## config.mk

```make
export PLATFORM = sky130hd
export DESIGN_NAME = fram_two_wire_slave_port
export DESIGN_NICKNAME = d
export VERILOG_FILES = /design/src/hw/fram_pkg.sv /design/src/hw/byte_fifo.sv /design/src/hw/fram_two_wire_slave_port.sv
export SDC_FILE = /design/constraint.sdc
export NUM_CORES = 2
export LEC_CHECK = 0
export BUFFER_PORTS_ARGS = -buffer_cell sky130_fd_sc_hd__buf_2
export CAP_MARGIN = 20
export CELL_PAD_IN_SITES_DETAIL_PLACEMENT = 1
export CELL_PAD_IN_SITES_GLOBAL_PLACEMENT = 1
export CORE_UTILIZATION = 41
export DETAILED_ROUTE_END_ITERATION = 10
export GPL_TIMING_DRIVEN = 1
export MAX_ROUTING_LAYER = met4
export PLACE_DENSITY = 0.6
export SETUP_SLACK_MARGIN = 0.5
export SYNTH_ARGS = -nofsm -noshare
export SYNTH_HDL_FRONTEND = slang
export SYNTH_HIERARCHICAL = 1
export SYNTH_MEMORY_MAX_BITS = 65536
export SYNTH_SLANG_ARGS = --single-unit
```

## constraint.sdc

```tcl
create_clock -name sys_clk -period 10.6 [get_ports sys_clk]
set_clock_uncertainty 0.15 [all_clocks]
set_input_delay 1.59 -clock sys_clk [delete_from_list [all_inputs] [get_ports sys_clk]]
set_output_delay 1.59 -clock sys_clk [all_outputs]
set_load 0.03 [all_outputs]
```

## src/hw/fram_pkg.sv

```systemverilog
// shared constants for the two-wire memory slave
package fram_pkg;
    // array shape
    localparam int DATA_W = 8;
    localparam int ADDR_W = 9;
    localparam int MEM_DEPTH = 512;
    localparam logic [ADDR_W-1:0] LOC_RESET = 9'h000;
    localparam logic [ADDR_W-1:0] LOC_STEP = 9'h001;
    // slave address byte fields
    localparam int SA_TYPE_HI = 7;
    localparam int SA_TYPE_LO = 4;
    localparam int SA_SEL_HI = 3;
    localparam int SA_SEL_LO = 2;
    localparam int SA_PAGE_BIT = 1;
    localparam int SA_RNW_BIT = 0;
    // device type code; the value is arbitrary
    localparam logic [3:0] DEV_TYPE = 4'h5;
    // bits per byte before the acknowledge slot
    localparam logic [3:0] BITS_PER_BYTE = 4'h8;
    localparam logic [3:0] BIT_CNT_RESET = 4'h0;
    localparam logic [3:0] BIT_CNT_STEP = 4'h1;
    // write queue shape: {location, data}
    localparam int FIFO_DEPTH = 8;
    localparam int FIFO_W = ADDR_W + DATA_W;
    // bus sequencing states
    typedef enum logic [2:0] {
        ST_IDLE,
        ST_ADDR,
        ST_WORD,
        ST_WDATA,
        ST_ACK,
        ST_RDATA,
        ST_MACK
    } bus_state_e;
endpackage

```

## src/hw/byte_fifo.sv

```systemverilog
`timescale 1ns/1ns
`default_nettype none
// small flop-based queue with valid/ready on both sides
module byte_fifo #(
    parameter int WIDTH = 17,
    parameter int DEPTH = 8
) (
    input wire logic sys_clk,
    input wire logic reset_n,
    input wire logic in_valid,
    output logic in_ready,
    input wire logic [WIDTH-1:0] in_data,
    output logic out_valid,
    input wire logic out_ready,
    output logic [WIDTH-1:0] out_data
);
    localparam int PW = $clog2(DEPTH);
    localparam logic [PW:0] FULL_CNT = PW'(0) + (PW+1)'(DEPTH);

    logic [WIDTH-1:0] store_ff [DEPTH];  // entry storage
    logic [PW-1:0] wr_ptr_ff;  // next slot to fill
    logic [PW-1:0] rd_ptr_ff;  // oldest entry
    logic [PW:0] count_ff;  // entries held
    logic push;
    logic pop;

    assign in_ready = (count_ff != FULL_CNT);
    assign out_valid = (count_ff != '0);
    assign out_data = store_ff[rd_ptr_ff];
    assign push = in_valid & in_ready;
    assign pop = out_valid & out_ready;

    // pointer and fill level bookkeeping
    always_ff @(posedge sys_clk or negedge reset_n)
    begin
        if (!reset_n)
        begin
            wr_ptr_ff <= '0;
            rd_ptr_ff <= '0;
            count_ff <= '0;
        end
        else
        begin
            if (push)
                wr_ptr_ff <= PW'(wr_ptr_ff + 1'b1);
            if (pop)
                rd_ptr_ff <= PW'(rd_ptr_ff + 1'b1);
            // simultaneous push and pop keeps the level
            if (push && !pop)
                count_ff <= (PW+1)'(count_ff + 1'b1);
            else if (pop && !push)
                count_ff <= (PW+1)'(count_ff - 1'b1);
        end
    end

    // data storage, no reset needed on the payload
    always_ff @(posedge sys_clk)
    begin
        if (push)
            store_ff[wr_ptr_ff] <= in_data;
    end
endmodule
`default_nettype wire

```

## src/hw/fram_two_wire_slave_port.sv

```systemverilog
// Behaviour
// - sample on scl rise, change on fall
// - write protect high blocks all writes
// - respond only when select bits match straps
// - open straps and protect read low
// - array of 512 byte locations
// - location is page bit plus word
// - writes land before next transaction
// - slave only, never drives scl
// - sda rise with scl high is stop
// - stop abandons pending operation
// - sda fall with scl high is start
// - start aborts and awaits slave address
// - sda only pulled low or released
// - power-on reset is only reset
// - slave byte: type, select, page, rnw
// - location counter increments and wraps
// - ninth clock carries the acknowledge
// - protected writes unacked, counter held
`timescale 1ns/1ns
`default_nettype none
module fram_two_wire_slave_port
    import fram_pkg::*;
(
    input wire logic sys_clk,
    input wire logic reset_n,
    input wire logic scl_in,
    input wire logic sda_in,
    output logic sda_out,
    output logic sda_oe,
    input wire logic [1:0] chip_select_straps,
    input wire logic write_protect,
    output logic bus_active
);
    // pin synchronisers, first stage read only by the second
    logic scl_s1_ff, scl_s2_ff, scl_d_ff;
    logic sda_s1_ff, sda_s2_ff, sda_d_ff;
    logic [1:0] sel_s1_ff, sel_s2_ff;
    logic wp_s1_ff, wp_s2_ff;
    // bus events derived from synchronised levels
    logic scl_rise, scl_fall, start_det, stop_det;
    // protocol state
    bus_state_e state_ff;  // current bus phase
    bus_state_e ret_ff;  // phase after the ack slot
    logic [3:0] bit_cnt_ff;  // rising edges in this byte
    logic [7:0] rx_ff;  // incoming shift register
    logic [7:0] tx_ff;  // outgoing shift register
    logic rnw_ff;  // transaction is a read
    logic mack_ff;  // master acknowledged last read byte
    logic [ADDR_W-1:0] loc_ff;  // page bit and word latch
    logic sda_oe_ff;  // pulling sda low
    logic sda_out_ff;  // driven level, always low
    logic active_ff;  // a transaction is in progress
    // array and write path
    logic [DATA_W-1:0] mem_ff [MEM_DEPTH];
    logic byte_done, addr_hit, wr_take, fetch_now;
    logic q_in_ready, q_out_valid, q_out_ready;
    logic [FIFO_W-1:0] q_out_data;
    logic [DATA_W-1:0] fetch_byte;

    // slave byte decode: type and select bits against straps
    function automatic logic is_ours(input logic [7:0] b, input logic [1:0] straps);
        is_ours = (b[SA_TYPE_HI:SA_TYPE_LO] == DEV_TYPE) && (b[SA_SEL_HI:SA_SEL_LO] == straps);
    endfunction

    // next location, rolling over from the top back to zero
    function automatic logic [ADDR_W-1:0] nxt_loc(input logic [ADDR_W-1:0] l);
        nxt_loc = ADDR_W'(l + LOC_STEP);
    endfunction

    // scl is only ever sampled here; nothing in this block drives it
    always_ff @(posedge sys_clk or negedge reset_n)
    begin
        if (!reset_n)
        begin
            scl_s1_ff <= 1'b1;
            scl_s2_ff <= 1'b1;
            scl_d_ff <= 1'b1;
            sda_s1_ff <= 1'b1;
            sda_s2_ff <= 1'b1;
            sda_d_ff <= 1'b1;
        end
        else
        begin
            scl_s1_ff <= scl_in;
            scl_s2_ff <= scl_s1_ff;
            scl_d_ff <= scl_s2_ff;
            sda_s1_ff <= sda_in;
            sda_s2_ff <= sda_s1_ff;
            sda_d_ff <= sda_s2_ff;
        end
    end

    // straps and protect; open pins arrive low through pad pull-downs
    always_ff @(posedge sys_clk or negedge reset_n)
    begin
        if (!reset_n)
        begin
            sel_s1_ff <= 2'h0;
            sel_s2_ff <= 2'h0;
            wp_s1_ff <= 1'b0;
            wp_s2_ff <= 1'b0;
        end
        else
        begin
            sel_s1_ff <= chip_select_straps;
            sel_s2_ff <= sel_s1_ff;
            wp_s1_ff <= write_protect;
            wp_s2_ff <= wp_s1_ff;
        end
    end

    // edge and condition decode on synchronised copies
    assign scl_rise = scl_s2_ff & ~scl_d_ff;
    assign scl_fall = ~scl_s2_ff & scl_d_ff;
    assign stop_det = scl_s2_ff & scl_d_ff & ~sda_d_ff & sda_s2_ff;
    assign start_det = scl_s2_ff & scl_d_ff & sda_d_ff & ~sda_s2_ff;

    // a byte is complete at the fall that ends its eighth clock
    assign byte_done = scl_fall && (bit_cnt_ff == BITS_PER_BYTE);
    assign addr_hit = is_ours(rx_ff, sel_s2_ff);
    // a data byte is taken only if unprotected and the queue has room
    assign wr_take = byte_done && (state_ff == ST_WDATA) && !wp_s2_ff && q_in_ready;
    // array read at the fall that starts a read byte
    assign fetch_now = scl_fall && (((state_ff == ST_ACK) && (ret_ff == ST_RDATA))
                                    || ((state_ff == ST_MACK) && mack_ff));
    assign fetch_byte = mem_ff[loc_ff];

    // bus phase sequencing; reset leaves the port idle until a start
    always_ff @(posedge sys_clk or negedge reset_n)
    begin
        if (!reset_n)
        begin
            state_ff <= ST_IDLE;
            ret_ff <= ST_IDLE;
            rnw_ff <= 1'b0;
        end
        else if (start_det)
        begin
            state_ff <= ST_ADDR;
        end
        else if (stop_det)
        begin
            state_ff <= ST_IDLE;
        end
        else if (scl_fall)
        begin
            unique case (state_ff)
                ST_IDLE:
                    state_ff <= ST_IDLE;
                ST_ADDR:
                begin
                    if (byte_done)
                    begin
                        // a foreign address leaves us deaf until next start
                        state_ff <= addr_hit ? ST_ACK : ST_IDLE;
                        rnw_ff <= rx_ff[SA_RNW_BIT];
                        ret_ff <= rx_ff[SA_RNW_BIT] ? ST_RDATA : ST_WORD;
                    end
                end
                ST_WORD:
                begin
                    if (byte_done)
                    begin
                        state_ff <= ST_ACK;
                        ret_ff <= ST_WDATA;
                    end
                end
                ST_WDATA:
                begin
                    if (byte_done)
                    begin
                        // no ack ends the operation
                        state_ff <= wr_take ? ST_ACK : ST_IDLE;
                        ret_ff <= ST_WDATA;
                    end
                end
                ST_ACK:
                    state_ff <= ret_ff;
                ST_RDATA:
                begin
                    if (byte_done)
                        state_ff <= ST_MACK;
                end
                ST_MACK:
                begin
                    // master nack ends the read
                    state_ff <= mack_ff ? ST_RDATA : ST_IDLE;
                end
            endcase
        end
    end

    // bit counting and shifting in, on the rising edge only
    always_ff @(posedge sys_clk or negedge reset_n)
    begin
        if (!reset_n)
        begin
            bit_cnt_ff <= BIT_CNT_RESET;
            rx_ff <= 8'h00;
            mack_ff <= 1'b0;
        end
        else if (start_det || stop_det)
        begin
            bit_cnt_ff <= BIT_CNT_RESET;
        end
        else if (scl_rise)
        begin
            if (state_ff == ST_MACK)
                mack_ff <= ~sda_s2_ff;
            else if (state_ff != ST_IDLE && state_ff != ST_ACK)
            begin
                rx_ff <= {rx_ff[6:0], sda_s2_ff};
                bit_cnt_ff <= 4'(bit_cnt_ff + BIT_CNT_STEP);
            end
        end
        else if (scl_fall && (state_ff == ST_ACK || state_ff == ST_MACK))
        begin
            bit_cnt_ff <= BIT_CNT_RESET;
        end
    end

    // sda drive: pull low or release, changed on the falling edge
    always_ff @(posedge sys_clk or negedge reset_n)
    begin
        if (!reset_n)
        begin
            sda_oe_ff <= 1'b0;
            sda_out_ff <= 1'b0;
            tx_ff <= 8'h00;
        end
        else if (start_det || stop_det)
        begin
            // any condition frees the line at once
            sda_oe_ff <= 1'b0;
        end
        else if (fetch_now)
        begin
            tx_ff <= fetch_byte;
            sda_oe_ff <= ~fetch_byte[7];
        end
        else if (scl_fall)
        begin
            sda_out_ff <= 1'b0;
            unique case (state_ff)
                ST_ADDR:
                    sda_oe_ff <= byte_done && addr_hit;
                ST_WORD:
                    sda_oe_ff <= byte_done;
                ST_WDATA:
                    sda_oe_ff <= wr_take;
                ST_RDATA:
                begin
                    // msb first; release for the master's ack slot
                    if (byte_done)
                        sda_oe_ff <= 1'b0;
                    else
                    begin
                        sda_oe_ff <= ~tx_ff[6];
                        tx_ff <= {tx_ff[6:0], 1'b0};
                    end
                end
                default:
                    sda_oe_ff <= 1'b0;
            endcase
        end
    end

    // location: page from slave byte, word from first written byte
    always_ff @(posedge sys_clk or negedge reset_n)
    begin
        if (!reset_n)
            loc_ff <= LOC_RESET;
        else if (scl_fall && byte_done)
        begin
            if (state_ff == ST_ADDR && addr_hit)
                loc_ff[ADDR_W-1] <= rx_ff[SA_PAGE_BIT];
            else if (state_ff == ST_WORD)
                loc_ff[7:0] <= rx_ff;
            else if (wr_take || state_ff == ST_RDATA)
                loc_ff <= nxt_loc(loc_ff);
        end
    end

    // transaction flag for status
    always_ff @(posedge sys_clk or negedge reset_n)
    begin
        if (!reset_n)
            active_ff <= 1'b0;
        else
            active_ff <= (state_ff != ST_IDLE);
    end

    // written bytes queue here; draining yields only to a read fetch
    assign q_out_ready = ~fetch_now;

    byte_fifo #(
        .WIDTH(FIFO_W),
        .DEPTH(FIFO_DEPTH)
    ) u_wr_queue (
        .sys_clk(sys_clk),
        .reset_n(reset_n),
        .in_valid(wr_take),
        .in_ready(q_in_ready),
        .in_data({loc_ff, rx_ff}),
        .out_valid(q_out_valid),
        .out_ready(q_out_ready),
        .out_data(q_out_data)
    );

    // array write; a queued byte lands within a few system clocks
    always_ff @(posedge sys_clk)
    begin
        if (q_out_valid && q_out_ready)
            mem_ff[q_out_data[FIFO_W-1:DATA_W]] <= q_out_data[DATA_W-1:0];
    end

    assign sda_out = sda_out_ff;
    assign sda_oe = sda_oe_ff;
    assign bus_active = active_ff;
endmodule
`default_nettype wire

```

==> results by group <==
Clocking
  – Setup repair bufs after CTS: 0
  – Hold_buf cts: 0
  – TritonCTS Buffers: 435
  – Worst skew pair latency: 1.01 ns
  – Root Driver: clkbuf_16
  – Post-CTS sizing: 0
  – CTS Buffer Depth: 4
  – CTS Sinks: 4291
  – Clock transition at path regs: roughly 0.06 ns
  – CTS tree: yes
  – Htree depth: 5

Synthesis
  – Synth top area share: 76.1%
  – Post-synthesis cell type count: 85
  – Warning count from the yosys run: 6
  – Synth area leader: edfxtp_1
  – #FFs+latches synth: 4291
  – Gate count of the mapped netlist: 7807
  – Count leader, synth: edfxtp_1
  – Synth Flop Type: edfxtp_1
  – Area contributors post-synth: edfxtp_1 76%, mux4_2 14%, mux2i_1 2.1%
  – Commonest cells post-synth: 4232 x edfxtp_1, 1002 x mux4_2, 591 x nor2_1
  – Syn_nets: 7823
  – Synth Area per Inst: 21.4 µm²
  – EDFF count, synth: roughly 4200
  – Netlist Area Pre-Place: between 150000 and 200000 µm²
  – Post-synth ARST share: under 10%
  – Seq/Total Area, Yosys: 76.9%

Power and ir drop
  – Pwr dens: roughly 190 nW/µm²
  – Leakage: 0.0512 µW
  – VDD IR max: roughly 0.15 mV

Final layout
  – Fin area: between 150000 and 200000 µm²
  – Area growth, synth to finish: 12.6%
  – Final nets: approximately 8000
  – Sequential cell area: about 130000 µm²
  – Fillers: 36600
  – Share of layout cells above drive strength 1: a little under a quarter
  – Area used by multi-input combinational logic: about 36000 µm²

Hold path
  – HP Start: scl_s1_ff$_DFF_PN1_
  – Hold endpoint: scl_s2_ff$_DFF_PN1_
  – HP Class: flip-flop to flip-flop
  – Min-Delay Path Depth: 0

Setup path
  – CP arrival: around 6.6 ns
  – Register-to-register setup slack: 4.70 ns
  – R2R depth: 10
  – CP startpoint kind: flip-flop
  – Crit-path max FO: between 100 and 150
  – Crit path cell chain: buf_12 > buf_4 > buf_4 > mux4_2 > a22o_1 > o21ai_0 > nand4_1 > nor3_1 > o311a_1 > o31ai_1
  – Reg-to-reg startpoint: loc_ff[1]$_DFFE_PN0P_
  – Crit-path slowest cell: nor3_1
  – Kind of critical path: flip-flop to flip-flop
  – CP peak stage delay: 0.92 ns
  – Most used cell, CP: buf_4
  – RR Endpoint: tx_ff[5]$_DFFE_PN0P_
  – CP endpoint kind: flip-flop
  – WP data required: roughly 11 ns

Die
  – Die Area: between 400000 and 500000 µm²
  – Die Wd: about 640 µm
  – I/O pins: 10
  – Initial core utilization: just over 40%
  – Core footprint: between 400000 and 500000 µm²
  – Chip height: between 600 and 700 µm
  – Row count: ~230

Place
  – Placed inst area: between 150000 and 200000 µm²
  – Routability cong.: 0.832
  – Dpl hpwl: 291 mm
  – I/O Buffers: 8

Global route
  – Vias in the first global route: 84600
  – Global-route usage over all layers: between 20% and 30%
  – Grt total ovfl: 0
  – First-pass GRT wire length: roughly 690 mm
  – Initial antenna violation count: 32
  – Pin count of the biggest net entering global routing: roughly 210

Drt
  – Initial DRC count: 9720
  – DRC: 0
  – Antenna Nets Post-Route: 0
  – Routed via count: slightly above 80000
  – WL/cell: between 30 and 40 µm
  – Vias per cell: 6.03
  – Total iterations of the first detailed-routing run: 6
  – Drt total wl: between 400 and 500 mm

Timing
  – Number of setup violations in the final report: 0
  – F_max: between 150 and 200 MHz
  – RSZ-0062 raised after global routing: false
  – Final TNS setup: 0 ns
  – Pins Over Slew Limit: 0
  – Final hold violation count: 0
  – Period minus WS final: a little under 6 ns
  – Fin crit share: between 50 and 60%
  – Relative slew margins: 2.40%
  – Measured slew at the worst slew-check pin: 1.46 ns

Flow run
  – Maxcap violations: 0

Status
  – Status: completed
[where the power goes]
part	switching [µW]	total, µW	internal [µW]
combinational	526	632	106
clock	6640	15500	8870
sequential	47.7	18700	18700
[cells by family (layout without fill, tap and decap cells)]
family                   after synthesis  after routing  share of synthesized area (%)
XOR/XNOR                              10             10                         0.0524
AO/OA/AOI/OAI                        641            641                           2.63
other                                  1             15                        0.00224
flip-flops                          4291           4291                           76.9
buffers and inverters                498           1042                           1.69
AND/OR/NAND/NOR                      946            946                           2.38
multiplexers                        1411           1411                           16.2
adder cells (fa/ha/maj)                9              9                         0.0719
[state kept, by name, indices dropped and copies added (netlist names), 2 cells and up]
| register | cells |
|---|---|
| u_wr_queue/count_ff | 4 |
| tx_ff | 7 |
| sel_s2_ff | 2 |
| bit_cnt_ff | 4 |
| u_wr_queue/store_ff | 136 |
| loc_ff | 9 |
| state_ff | 3 |
| sel_s1_ff | 2 |
| u_wr_queue/rd_ptr_ff | 3 |
| u_wr_queue/wr_ptr_ff | 3 |
| mem_ff | 4096 |
| ret_ff | 3 |
| rx_ff | 8 |
[layout by cell type (no fill, tap or decap), types with 50 or more instances in the layout]
cell type / Yosys / final
edfxtp_1: 4232 / 4232
mux4_2: 1002 / 1002
nor2_1: 591 / 586
clkbuf_16: 0 / 440
mux2i_1: 345 / 345
buf_4: 48 / 169
a21oi_1: 159 / 159
nand2_1: 165 / 153
clkinv_2: 0 / 96
a22oi_1: 93 / 93
clkinv_1: 1 / 88
clkbuf_1: 221 / 82
o21ai_0: 68 / 68
o22ai_1: 59 / 59
bufinv_16: 0 / 50
[worst max-delay path: cells and delay by family, from the launching register on]
| kind | cells | cell delay, ns |
|---|---|---|
| muxes | 1 | 0.39 |
| DFF | 1 | 0.86 |
| buffers and inverters | 3 | 1.84 |
| AOI/OAI and AO/OA | 4 | 1.03 |
| and+or+nand+nor | 2 | 1.18 |
[metal layers]
| layer | global-route usage (%) | part of all wire (%) | vias up |
|---|---|---|---|
| li1 | - | - | 33100 |
| met1 | 33.6 | 41 | 45800 |
| met2 | 39.1 | 48 | 3574 |
| met3 | 3.96 | 7.4 | 698 |
| met4 | 6.67 | 3.1 | 0 |
| met5 | - | 0 | - |
[stage by stage]
stage	hold slack, ns	instances	util, %	setup WS, ns	total power (µW)
after floorplan	0.181	7807	-	5.05	19400
after global placement	0.194	13000	42.7	4.27	19700
after detailed placement	0.190	13000	42.8	4.75	19700
after CTS	0.207	13800	46.3	4.71	35100
after global routing	0.214	13800	46.3	4.58	35600
final	0.207	13800	46.3	4.70	34900
[how the worst max path moves through the flow]
stage                         endpoint  slack, ns                                 from
2_1_floorplan   mem_ff[0][7]$_DFFE_PP_       5.05  u_wr_queue/rd_ptr_ff[1]$_DFFE_PN0P_
3_3_place_gp   mem_ff[15][2]$_DFFE_PP_       4.27  u_wr_queue/rd_ptr_ff[1]$_DFFE_PN0P_
3_5_place_dp      tx_ff[2]$_DFFE_PN0P_       4.75                loc_ff[0]$_DFFE_PN0P_
4_1_cts           tx_ff[2]$_DFFE_PN0P_       4.71                loc_ff[0]$_DFFE_PN0P_
5_1_grt           tx_ff[2]$_DFFE_PN0P_       4.58                loc_ff[0]$_DFFE_PN0P_
6_report          tx_ff[5]$_DFFE_PN0P_       4.70                loc_ff[1]$_DFFE_PN0P_
[area by class of cell]
cell class	instances	area share, %
antenna	14	0.0186
clock buffer	526	6.05
clock inverter	277	1.54
inverter	16	0.0373
multi-input combinational	3018	19.2
sequential	4291	68.4
tap	5428	3.61
timing repair buffer	223	1.14
No activity file was read; power rests on OpenSTA's default activity.
